File: src/hw/nvram_host_pkg.sv
// constants and types for the nonvolatile sram host controller
package nvram_host_pkg;
  localparam int ADDR_W = 11;
  localparam int DATA_W = 8;
  localparam int CLK_PERIOD_NS = 10;
  // access, setup and pulse times in ns, completion waits in ms and us
  localparam int ACCESS_NS = 45;
  localparam int WRITE_PULSE_NS = 30;
  localparam int SAVE_INIT_NS = 20;
  localparam int RELOAD_INIT_NS = 20;
  localparam int SAVE_MAX_MS = 10;
  localparam int RELOAD_MAX_US = 20;
  localparam int POWER_UP_RELOAD_US = 550;
  // least times round up, waits for completion are maximum figures
  localparam int ACCESS_CYC = (ACCESS_NS + CLK_PERIOD_NS - 1) / CLK_PERIOD_NS;
  localparam int WRITE_CYC =
    (WRITE_PULSE_NS + CLK_PERIOD_NS - 1) / CLK_PERIOD_NS;
  localparam int SAVE_INIT_CYC =
    (SAVE_INIT_NS + CLK_PERIOD_NS - 1) / CLK_PERIOD_NS;
  localparam int RELOAD_INIT_CYC =
    (RELOAD_INIT_NS + CLK_PERIOD_NS - 1) / CLK_PERIOD_NS;
  localparam int SAVE_CYC = SAVE_MAX_MS * 1000000 / CLK_PERIOD_NS;
  localparam int RELOAD_CYC = RELOAD_MAX_US * 1000 / CLK_PERIOD_NS;
  localparam int POWER_UP_CYC = POWER_UP_RELOAD_US * 1000 / CLK_PERIOD_NS;
  localparam int CNT_W = 24;
  // request codes
  localparam logic [1:0] OP_READ = 2'h0;
  localparam logic [1:0] OP_WRITE = 2'h1;
  localparam logic [1:0] OP_SAVE = 2'h2;
  localparam logic [1:0] OP_RELOAD = 2'h3;
  typedef enum logic [2:0] {
    ST_POWER_UP = 3'h0,
    ST_IDLE = 3'h1,
    ST_ACTIVE = 3'h3,
    ST_WAIT = 3'h2,
    ST_RECOVER = 3'h6
  } state_t;
endpackage

File: src/hw/nvram_host.sv
// host controller driving the nonvolatile sram control pins
`timescale 1ns/1ps
module nvram_host #(
  parameter int POWER_UP_CYC = nvram_host_pkg::POWER_UP_CYC,
  parameter int SAVE_CYC = nvram_host_pkg::SAVE_CYC,
  parameter int RELOAD_CYC = nvram_host_pkg::RELOAD_CYC
) (
  input wire logic clk_i, // system clock
  input wire logic rst_n_i, // async reset, active low
  input wire logic req_valid_i, // request present
  input wire logic [1:0] req_op_i, // request code
  input wire logic [nvram_host_pkg::ADDR_W-1:0] req_addr_i, // address
  input wire logic [nvram_host_pkg::DATA_W-1:0] req_wdata_i, // write data
  output logic req_ready_o, // high in idle; a valid request is taken this cycle
  output logic done_o, // one-cycle completion pulse
  output logic [nvram_host_pkg::DATA_W-1:0] rdata_o, // read data
  output logic chip_select_n_o, // chip select pin
  output logic write_strobe_n_o, // write strobe pin
  output logic output_gate_n_o, // output gate pin
  output logic nonvolatile_select_n_o, // nonvolatile select pin
  output logic [nvram_host_pkg::ADDR_W-1:0] addr_o, // address pins
  input wire logic [nvram_host_pkg::DATA_W-1:0] data_lines_i, // data in
  output logic [nvram_host_pkg::DATA_W-1:0] data_lines_o, // data out
  output logic data_lines_oe_o // high while host drives data
);
  localparam int CW = nvram_host_pkg::CNT_W;

  nvram_host_pkg::state_t state, next_state;
  logic [1:0] op, next_op;
  logic [CW-1:0] cnt, next_cnt;
  logic [nvram_host_pkg::ADDR_W-1:0] next_addr;
  logic [nvram_host_pkg::DATA_W-1:0] wdata, next_wdata;
  logic [nvram_host_pkg::DATA_W-1:0] next_rdata;
  logic next_done;
  // strobes from the sequencer to the data group
  logic take_req; // request accepted at this edge
  logic read_end; // access time met, read data valid
  logic op_end; // operation finished
  // next pin levels; registered so decode glitches never reach the pins
  logic next_cs_n, next_we_n, next_gate_n, next_nv_n, next_oe;

  // cycle count for a timing constant
  function automatic logic [CW-1:0] cyc(input int n);
    return CW'(n - 1);
  endfunction

  // pin levels for the coming cycle, decoded from the next state
  // a strobe glitch would start a stray write, save or reload
  always_comb begin
    next_cs_n = 1'h1;
    next_we_n = 1'h1;
    next_gate_n = 1'h1;
    next_nv_n = 1'h1;
    next_oe = 1'h0;
    if (next_state == nvram_host_pkg::ST_ACTIVE) begin
      next_cs_n = 1'h0;
      unique case (next_op)
        nvram_host_pkg::OP_READ: begin
          next_gate_n = 1'h0;
        end
        nvram_host_pkg::OP_WRITE: begin
          // strobe falls with select, so the device keeps its outputs off
          next_we_n = 1'h0;
          next_oe = 1'h1;
        end
        nvram_host_pkg::OP_SAVE: begin
          // gate stays high from the first cycle of the save state
          next_we_n = 1'h0;
          next_nv_n = 1'h0;
        end
        nvram_host_pkg::OP_RELOAD: begin
          next_gate_n = 1'h0;
          next_nv_n = 1'h0;
        end
      endcase
    end
  end

  assign req_ready_o = (state == nvram_host_pkg::ST_IDLE);
  assign data_lines_o = wdata;

  // sequencing of requests and long waits
  always_comb begin
    next_state = state;
    next_op = op;
    next_cnt = cnt;
    take_req = 1'h0;
    read_end = 1'h0;
    op_end = 1'h0;
    unique case (state)
      nvram_host_pkg::ST_POWER_UP: begin
        // wait out the automatic power-up reload
        if (cnt == '0) begin
          next_state = nvram_host_pkg::ST_IDLE;
        end else begin
          next_cnt = cnt - 1'b1;
        end
      end
      nvram_host_pkg::ST_IDLE: begin
        if (req_valid_i) begin
          take_req = 1'h1;
          next_op = req_op_i;
          next_state = nvram_host_pkg::ST_ACTIVE;
          unique case (req_op_i)
            nvram_host_pkg::OP_READ:
              next_cnt = cyc(nvram_host_pkg::ACCESS_CYC);
            nvram_host_pkg::OP_WRITE:
              next_cnt = cyc(nvram_host_pkg::WRITE_CYC);
            nvram_host_pkg::OP_SAVE:
              next_cnt = cyc(nvram_host_pkg::SAVE_INIT_CYC);
            nvram_host_pkg::OP_RELOAD:
              next_cnt = cyc(nvram_host_pkg::RELOAD_INIT_CYC);
          endcase
        end
      end
      nvram_host_pkg::ST_ACTIVE: begin
        if (cnt != '0) begin
          next_cnt = cnt - 1'b1;
        end else if (op == nvram_host_pkg::OP_READ) begin
          read_end = 1'h1;
          op_end = 1'h1;
          next_state = nvram_host_pkg::ST_RECOVER;
        end else if (op == nvram_host_pkg::OP_WRITE) begin
          // select and strobe rise together; address and data still stand
          op_end = 1'h1;
          next_state = nvram_host_pkg::ST_RECOVER;
        end else begin
          // initiation held long enough; release pins and wait
          next_state = nvram_host_pkg::ST_WAIT;
          next_cnt = (op == nvram_host_pkg::OP_SAVE) ?
            cyc(SAVE_CYC) : cyc(RELOAD_CYC);
        end
      end
      nvram_host_pkg::ST_WAIT: begin
        // device busy with save or reload, pins left deselected
        if (cnt == '0) begin
          op_end = 1'h1;
          next_state = nvram_host_pkg::ST_RECOVER;
        end else begin
          next_cnt = cnt - 1'b1;
        end
      end
      nvram_host_pkg::ST_RECOVER: begin
        // one deselected cycle, then idle, so two or more between accesses
        next_state = nvram_host_pkg::ST_IDLE;
      end
      default: begin
        next_state = nvram_host_pkg::ST_IDLE;
      end
    endcase
  end

  // sequencer registers; reset restarts the power-up wait
  always_ff @(posedge clk_i or negedge rst_n_i) begin
    if (!rst_n_i) begin
      state <= nvram_host_pkg::ST_POWER_UP;
      op <= nvram_host_pkg::OP_READ;
      cnt <= CW'(POWER_UP_CYC - 1);
    end else begin
      state <= next_state;
      op <= next_op;
      cnt <= next_cnt;
    end
  end

  // request capture and answer values
  always_comb begin
    next_addr = addr_o;
    next_wdata = wdata;
    next_rdata = rdata_o;
    next_done = op_end;
    // address and data stay put until the next request is taken
    if (take_req) begin
      next_addr = req_addr_i;
      next_wdata = req_wdata_i;
    end
    // sample in the last selected cycle, before the gate rises
    if (read_end) begin
      next_rdata = data_lines_i;
    end
  end

  // request and answer registers
  always_ff @(posedge clk_i or negedge rst_n_i) begin
    if (!rst_n_i) begin
      addr_o <= '0;
      wdata <= '0;
      rdata_o <= '0;
      done_o <= 1'h0;
    end else begin
      addr_o <= next_addr;
      wdata <= next_wdata;
      rdata_o <= next_rdata;
      done_o <= next_done;
    end
  end

  // pin registers; strobes and selects high, data_lines_oe_o low, keep the device deselected through reset
  always_ff @(posedge clk_i or negedge rst_n_i) begin
    if (!rst_n_i) begin
      chip_select_n_o <= 1'h1;
      write_strobe_n_o <= 1'h1;
      output_gate_n_o <= 1'h1;
      nonvolatile_select_n_o <= 1'h1;
      data_lines_oe_o <= 1'h0;
    end else begin
      chip_select_n_o <= next_cs_n;
      write_strobe_n_o <= next_we_n;
      output_gate_n_o <= next_gate_n;
      nonvolatile_select_n_o <= next_nv_n;
      data_lines_oe_o <= next_oe;
    end
  end
endmodule

File: config.mk
export PLATFORM = sky130hd
export DESIGN_NAME = nvram_host
export DESIGN_NICKNAME = d
export VERILOG_FILES = /design/src/hw/nvram_host_pkg.sv /design/src/hw/nvram_host.sv
export SDC_FILE = /design/constraint.sdc
export NUM_CORES = 1
export LEC_CHECK = 0
export BUFFER_PORTS_ARGS = -buffer_cell sky130_fd_sc_hd__buf_4
export CAP_MARGIN = 5
export CELL_PAD_IN_SITES_DETAIL_PLACEMENT = 2
export CELL_PAD_IN_SITES_GLOBAL_PLACEMENT = 2
export CORE_ASPECT_RATIO = 1.4
export CORE_MARGIN = 1
export CORE_UTILIZATION = 31
export DETAILED_ROUTE_END_ITERATION = 8
export GPL_TIMING_DRIVEN = 0
export PLACE_DENSITY_LB_ADDON = 0.1
export SETUP_SLACK_MARGIN = 0.3
export SLEW_MARGIN = 20
export SYNTH_ARGS = -nofsm -noshare
export SYNTH_HDL_FRONTEND = slang
export SYNTH_SLANG_ARGS = --single-unit
File: constraint.sdc
create_clock -name clk_i -period 4.25 [get_ports clk_i]
set_input_delay 0.425 -clock clk_i [delete_from_list [all_inputs] [get_ports clk_i]]
set_output_delay 0.425 -clock clk_i [all_outputs]
set_load 0.05 [all_outputs]
# --- After elaboration in Yosys (flattened, before gate mapping) ---
# Cells that the tools add are included.
totals:
  regBits: 62
  output_inout_bits: 34
  elab_cells: 78
classes:
  n_addsub: 1
  n_eq_ne: 16
  muxes: 36
  n_reduce_logical: 13
op_table:
  columns: ["cell", "count"]
  rows:
  - ["one-hot mux 24 bit (3 select lines)", 2]
  - ["two-way mux 24 bit", 5]
  - ["logical NOT 24 bit", 1]
  - ["nonzero test 24 bit", 1]
  - ["subtractor 24 x 1 -> 24 bit, second input constant", 1]
  - ["two-way mux 20 bit", 1]
  - ["two-way mux 1 bit", 18]
  - ["two-way mux 3 bit", 6]
  - ["one-hot mux 3 bit (4 select lines)", 1]
  - ["== test 2 bit, second input constant", 5]
  - ["OR reduction 2 bit", 5]
  - ["== test 3 x 2 -> 1 bit, second input constant", 3]
  - ["== test 2 x 1 -> 1 bit, second input constant", 3]
  - ["logical NOT 2 bit", 3]
  - ["!= test 3 bit, second input constant", 2]
  - ["AND reduction 5 bit", 1]
  - ["two-way mux 2 bit", 2]
  - ["!= test 2 bit, second input constant", 2]
  - ["== test 3 x 1 -> 1 bit, second input constant", 1]
  - ["logical NOT 3 bit", 1]
  - ["nonzero test 3 bit", 1]
  - ["one-hot mux 1 bit (2 select lines)", 1]

# --- Logic depth before layout (Yosys ltp) ---
# Gate-level depths: netlist (run 1).
depth:
  depth_word: 7
  mapped_depth: 10
  mapped_depth_nobuf: 8

# --- Worst setup path before layout (run 1) ---
# OpenSTA, ideal clock, no wires.
synth_timing:
  path_type: "reg-to-reg"
  start: "register cnt[0]"
  end: "register rdata_o[0] (netlist bit)"
  setup_time_ns: 0.125
  arrival_time_ns: 2.751
  required_ns: 4.125
  setup_slack_ns: 1.375
  path_stages_with_launch: 10
  path_buffers: 1
  synth_period_minus_slack_ns: 2.875
  cell_sequence: "dfstp_2 -> inv_1 -> ha_1 -> or4b_4 -> or4_1 -> buf_2 -> or4_4 -> nor2_4 -> nand2_4 -> mux2_2"
synth_via:
  elab_chain_cells: 3
synth_rtl:
  columns: ["item", "line_no", "text"]
  rows:
  - ["start: declaration", "nvram_host.sv:30", "logic [CW-1:0] cnt, next_cnt;"]
  - ["start signal: assignment", "nvram_host.sv:158", "cnt <= CW'(POWER_UP_CYC - 1);"]
  - ["start signal: assignment", "nvram_host.sv:162", "cnt <= next_cnt;"]
  - ["nonzero test 24 bit", "nvram_host.sv:117", "if (cnt != '0) begin"]
  - ["two-way mux 1 bit", "nvram_host.sv:117", null]
  - ["two-way mux 1 bit", "nvram_host.sv:90", "unique case (state)"]
  - ["end signal: assignment", "nvram_host.sv:193", "rdata_o <= next_rdata;"]
  - ["end: declaration", "nvram_host.sv:16", "output logic [nvram_host_pkg::DATA_W-1:0] rdata_o,"]
# Every way passes these cells.
# A chain may end at the register's enable or synchronous reset.

# --- Final worst setup path (run 1) ---
layout_timing:
  start: "register cnt[0]"
  end: "register cnt[3]"
layout_via:
  elab_chain_cells: 3
  elab_cells_between_ends: 10
  classes_between: "add/sub (1); eq/ne (3); mux (3); reduce/logical (3)"
layout_rtl:
  columns: ["item", "line_no"]
  rows:
  - ["subtractor 24 x 1 -> 24 bit (tied with other cells)", "nvram_host.sv:96, nvram_host.sv:118, nvram_host.sv:140"]
  - ["two-way mux 24 bit (tied with other cells)", "nvram_host.sv:93, nvram_host.sv:136"]
  - ["one-hot mux 24 bit (3 select lines) or AND reduction 5 bit (tied branches)", null]
# Parallel ways exist; a longest one is shown, timed or not. The select of a mux whose other input is x is not followed.

==> results of run 1 <==
power by group through the flow:
| stage | clock network [mW] | logic, mW | registers (mW) |
|---|---|---|---|
| floorplan | 0 | 0.00419 | 0.621 |
| global placement | 0 | 0.0605 | 0.607 |
| detailed placement | 0 | 0.0614 | 0.607 |
| CTS | 0.856 | 0.0614 | 0.597 |
| global route | 0.882 | 0.0648 | 0.597 |
| finish | 0.840 | 0.0596 | 0.597 |
layout by cell type (no fill, tap or decap), types with 3 or more instances in the layout:
master,n
o21ai_0,13
or4_1,3
dfrtp_1,47
a31oi_1,3
buf_4,65
inv_1,7
a211o_1,4
mux2_2,8
clkbuf_16,9
xor2_1,8
o211ai_1,3
bufinv_16,3
nor2_1,23
nor3_1,12
nand2_1,73
clkbuf_1,8
a21oi_1,12
o21a_1,4
nor4_1,9
nand2b_1,7
dfstp_2,15
a21o_1,4
or3_1,5
layer usage:
metal  vias up  part of all wire (%)
met5         -                     0
met4         0                   1.5
met3         9                   4.0
met2        48                    55
met1      1309                    40
li1       1202                     -
logic make-up (layout without fill, tap and decap cells):
kind of cell	after synthesis	in the layout	synth area share, %
adders and majority gates	2	2	0.857
muxes	8	8	3.09
AOI/OAI and AO/OA	57	57	12.9
xor gates and xnor gates	9	9	2.70
and+or+nand+nor	150	150	24.5
DFF	62	62	53.8
buffers and inverters	16	97	2.14
through the flow:
stage | hold WS, ns | area (sq um)
finish | 0.176 | 3880
CTS | 0.231 | 3880
global placement | 0.460 | 3540
detailed placement | 0.472 | 3540
global route | 0.257 | 3880
floorplan | 0.129 | 2920
layout make-up:
type	instances	area share [%]
Clock inverter	6	2.84
Tap cell	107	3.45
Timing Repair Buffer	65	12.6
Multi-Input combinational cell	226	33.2
Buffer	9	0.935
Sequential cell	62	40.5
Clock buffer	10	5.90
Inverter	7	0.677
path summary, 6_finish.rpt:
kind,start,endpoint,slack [ns],depth (start not counted)
setup / recovery,cnt[0],cnt[3],1.02,10
hold / removal,rst_n_i,cnt[19],0.18,1
setup reg to reg,cnt[0],cnt[3],1.02,10
hold reg to reg,data_lines_o[6],data_lines_o[6],0.48,2
max in group asynchronous,rst_n_i,cnt[3],3.51,1
min in group clk_i,req_addr_i[4],addr_o[4],0.29,3
flip-flops by register name (all words and copies together) (netlist names):
name                    count
addr_o                     11
chip_select_n_o             1
cnt                        24
data_lines_o                8
data_lines_oe_o             1
done_o                      1
nonvolatile_select_n_o      1
op                          2
output_gate_n_o             1
rdata_o                     8
state                       3
write_strobe_n_o            1
==> impl_metrics.yaml, run 1 <==
timing:
  hold_viol: 0
  worst_slew_pin_slew_ns: 0.821
  setup_slack_ns: 1.02
  clock.fmax_ghz: 0.310
  period_minus_slack_ns: 3.23
  slew-limit-headroom_pct: 45.3
  fin_crit_sh_pct: 76.0
  grt_setup_unrepaired: "no"
  maxSlewViolCount: 0
  setup-tns-final_ns: 0
  setup_viol: 0
  clock_skew_ns: 0.00657
global_route:
  grt_max_degree: 63
  busiest_layer: "met2"
  grt-ovfl-total: 0
  grt_pass1_wl_mm: 14.4
  antenna_found_initial: 0
  use_met1_pct: 20.0
  use_met3_pct: 5.33
  gr-usage-met2_pct: 37.3
  first_global_vias: 2948
  grt_use_total_pct: 19.3
setup_path:
  critPathCaptureType: "register"
  worst_ep_required_time_ns: 4.50
  crit_chain: "inv_1, ha_1, or4b_4, or4_1, buf_2, o31a_1, nor2_2, buf_2, o21ai_0, o21ai_0"
  worst_ep_arrival_time_ns: 3.48
  cp-start-kind: "register"
  cpPeakStageDelay_ns: 0.50
  critPathSlowestCell: "or4b_4"
  cp_num_buf_inv: 3
  crit_type: "reg -> reg"
  crit_family: "simple AND/OR/NAND/NOR gates"
  cp_max_fo: 10
floorplanning:
  die_area_sq_um: 9810
  die_x_microns: 84.0
  io-pin-count: 66
  die_y_microns: 117
  num_rows: 41
  core_sq_um: 9080
  start_util_pct: 32.1
logic_synthesis:
  syn_area_sq_um: 2920
  synth-edff-count: 0
  yosys-top-cells-area: "dfrtp_1 40%, dfstp_2 14%, nand2_1 9.4%"
  synthTopCellsByCount: "73 x nand2_1, 47 x dfrtp_1, 23 x nor2_1"
  yosysWarningCount: 0
  syn_area_per_cell_sq_um: 9.60
  synth-seq-cells: 62
  yosysUniqueCellTypes: 47
  synth_top_area_cell: "dfrtp_1"
  ys.flop_type: "dfrtp_1"
  synth_nets: 338
  synthArstFlopShare_pct: 100
  synth_top_cell_area_share_pct: 40.3
  ys_seq_area_share_pct: 53.8
  syn-instance-count: 304
  yosysMostFrequentCell: "nand2_1"
routing:
  wl_per_cell_microns: 17.8
  avgViaCountPerCell: 5.22
  initialDrtViolationCount: 83
  drc: 0
  detail-route-antenna-nets: 0
  drt_wl_total_mm: 8.78
  drtPass1Iterations: 4
  vias: 2568
power_and_ir_drop:
  p_per_area_nw_per_um2: 386
  power_frac_seq_pct: 39.9
  p_int_mw: 1.19
  switchingPower_uw: 304
  vdd_drop_max_mv: 0.213
  clockPowerShare_pct: 56.1
  netSwitchingFraction_pct: 20.3
  finalPower_mw: 1.50
  comb_power_share_pct: 4.0
  p_leak_nw: 1.83
cts:
  cts_sinks: 62
  clk_pin_slew_worst_paths_ns: 0.05
  clock_tree.buffer_depth: 2
  cts_buffers: 9
  postCtsHoldBufs: 0
  post_cts_buffers: 0
  cts_tree: "yes"
  cts_resized: 0
  clockRootBuffer: "clkbuf_16"
  clk_latency_ns: 0.33
  htreeDepth: 3
outcome:
  outcome: "completed"
cells_and_area:
  regArea_sq_um: 1570
  diodes: 0
  instances_no_fill: 492
  drive_gt1_share_pct: 30.1
  final_util_pct: 42.7
  syn_to_final_growth_pct: 32.9
  nets: 414
  nFillCells: 992
  multi_input_area_sq_um: 1290
placed_design:
  dpl.hpwl_mm: 6.32
  globalplace.congestion: 0.752
  place_inst: 476
  dp_slack_ns: 1.02
  port_buffers: 65
job:
  cap_violations: 0
hold_path:
  min_path_type: "in -> async"
Note: power is estimated with default switching activity, not from simulation.
==> inputs of run 2 (changes only) <==
Settings changed: CORE_UTILIZATION 31 to 29.
Clock period 4.25 ns to 2.6 ns, I/O delays scaled along.
==> impl_metrics.yaml, run 2 (synthesis results as in run 1) <==
power_and_ir_drop:
  p_per_area_nw_per_um2: 531
  p_leak_nw: 2.02
  vdd_drop_max_mv: 0.302
routing:
  detail-route-antenna-nets: 0
  wl_per_cell_microns: 17.4
  drc: 0
  drt_wl_total_mm: 9.43
  drtPass1Iterations: 6
  initialDrtViolationCount: 88
  avgViaCountPerCell: 4.95
  vias: 2683
floorplanning:
  start_util_pct: 29.6
  num_rows: 43
  core_sq_um: 9850
  die_y_microns: 121
  die_area_sq_um: 10500
  io-pin-count: 66
  die_x_microns: 86.8
global_route:
  antenna_found_initial: 0
  grt_pass1_wl_mm: 15.4
  grt_use_total_pct: 19.7
  grt_max_degree: 63
  grt-ovfl-total: 0
  first_global_vias: 2993
placed_design:
  globalplace.congestion: 0.719
  dpl.hpwl_mm: 6.37
  port_buffers: 65
timing:
  slew-limit-headroom_pct: 44.0
  setup_slack_ns: -0.194
  hold_viol: 0
  setup-tns-final_ns: -3.85
  grt_setup_unrepaired: "yes"
  clock.fmax_ghz: 0.358
  setup_viol: 32
  clock_skew_ns: 0.00469
  hold_ws_ns: 0.00365
  maxSlewViolCount: 0
  period_minus_slack_ns: 2.79
  worst_slew_pin_slew_ns: 0.840
  fin_crit_sh_pct: 107
cells_and_area:
  final_common_cell: "buf_4"
  nets: 436
  diodes: 0
  layout_common_cells: "76 x buf_4, 71 x nand2_1, 47 x dfrtp_1"
  syn_to_final_growth_pct: 46.5
  largest_reg_flops: 24
  drive_gt1_share_pct: 41.3
  largest_register: "cnt"
  top_regs: "cnt x24, addr_o x11"
setup_path:
  cp_max_fo: 8
  worst_ep_arrival_time_ns: 3.01
  crit_chain: "inv_2, ha_4, or4b_4, or4_4, buf_6, or4_4, nor2_4, nand2_4, mux2_4"
  cp-start-kind: "register"
  cp_num_buf_inv: 2
  cpPeakStageDelay_ns: 0.46
  path_common_cell: "or4_4"
  critPathCaptureType: "register"
  crit_family: "simple AND/OR/NAND/NOR gates"
  critPathSlowestCell: "or4b_4"
  crit_type: "reg -> reg"
  worst_ep_required_time_ns: 2.82
cts:
  clk_pin_slew_worst_paths_ns: 0.05
  cts_buffers: 9
  clock_tree.buffer_depth: 2
  cts_sinks: 62
  htreeDepth: 3
  cts_tree: "yes"
  clk_latency_ns: 0.34
  clockRootBuffer: "clkbuf_16"
hold_path:
  min_path_type: "in -> async"
outcome:
  violations: "setup timing"
  outcome: "finished, violations left"
job:
  cap_violations: 0
## run 2: layout make-up
type | instances | area (sq um)
fillers | 1094 | 5570
repair buffers | 87 | 712
flip-flops and latches | 62 | 1570
well taps | 135 | 169
inverters | 7 | 26.3
clock buffers | 12 | 246
multi-input cells | 226 | 1450
clock inverters | 4 | 47.5
plain buffers | 9 | 57.6
## run 2: what timing repair did
| item | CTS | global route |
|---|---|---|
| gates cloned | 0 | 0 |
| resized for setup | 43 | 10 |
| hold buffers | 0 | 0 |
| endpoints found under the setup margin | 60 | 43 |
| buffers inserted | 21 | 1 |
| pin swaps | 16 | 10 |
## run 2: routing by layer
| layer | share of wire (%) | global-route usage (%) |
|---|---|---|
| met1 | 38 | 20.9 |
| met2 | 55 | 35.4 |
| met3 | 4.1 | 4.44 |
| met4 | 2.8 | 10.4 |
| met5 | 0 | 0 |
## run 2: worst paths after layout
path                            slack, ns  cells after the start              end       startpoint
worst max-delay path                -0.19                      9       rdata_o[0]           cnt[1]
worst min-delay path                0.004                      1           cnt[5]          rst_n_i
worst max register to register      -0.19                      9       rdata_o[0]           cnt[1]
worst min register to register       0.48                      2  data_lines_o[7]  data_lines_o[7]
max in group asynchronous            2.01                      1            op[0]          rst_n_i
min in group clk_i                   0.11                      3  data_lines_o[7]   req_wdata_i[7]
## run 2: where the power goes
part,internal [mW],switching (mW),leakage [nW]
logic,0.0430,0.0549,1.10
clock network,0.765,0.434,0.143
registers,0.973,0.00330,0.779
total,1.78,0.493,2.02
## run 2: per-stage QoR
| stage | worst slack, ns | area [sq um] | cells | power (mW) | utilization (%) |
|---|---|---|---|---|---|
| after floorplan | -0.127 | 2960 | 304 | 1.02 | - |
| after global placement | -0.387 | 3620 | 504 | 1.09 | 36.8 |
| after detailed placement | -0.394 | 3620 | 504 | 1.09 | 36.8 |
| after CTS | -0.195 | 4240 | 541 | 2.30 | 43.1 |
| after global routing | -0.257 | 4280 | 542 | 2.35 | 43.4 |
| final | -0.194 | 4280 | 542 | 2.27 | 43.4 |
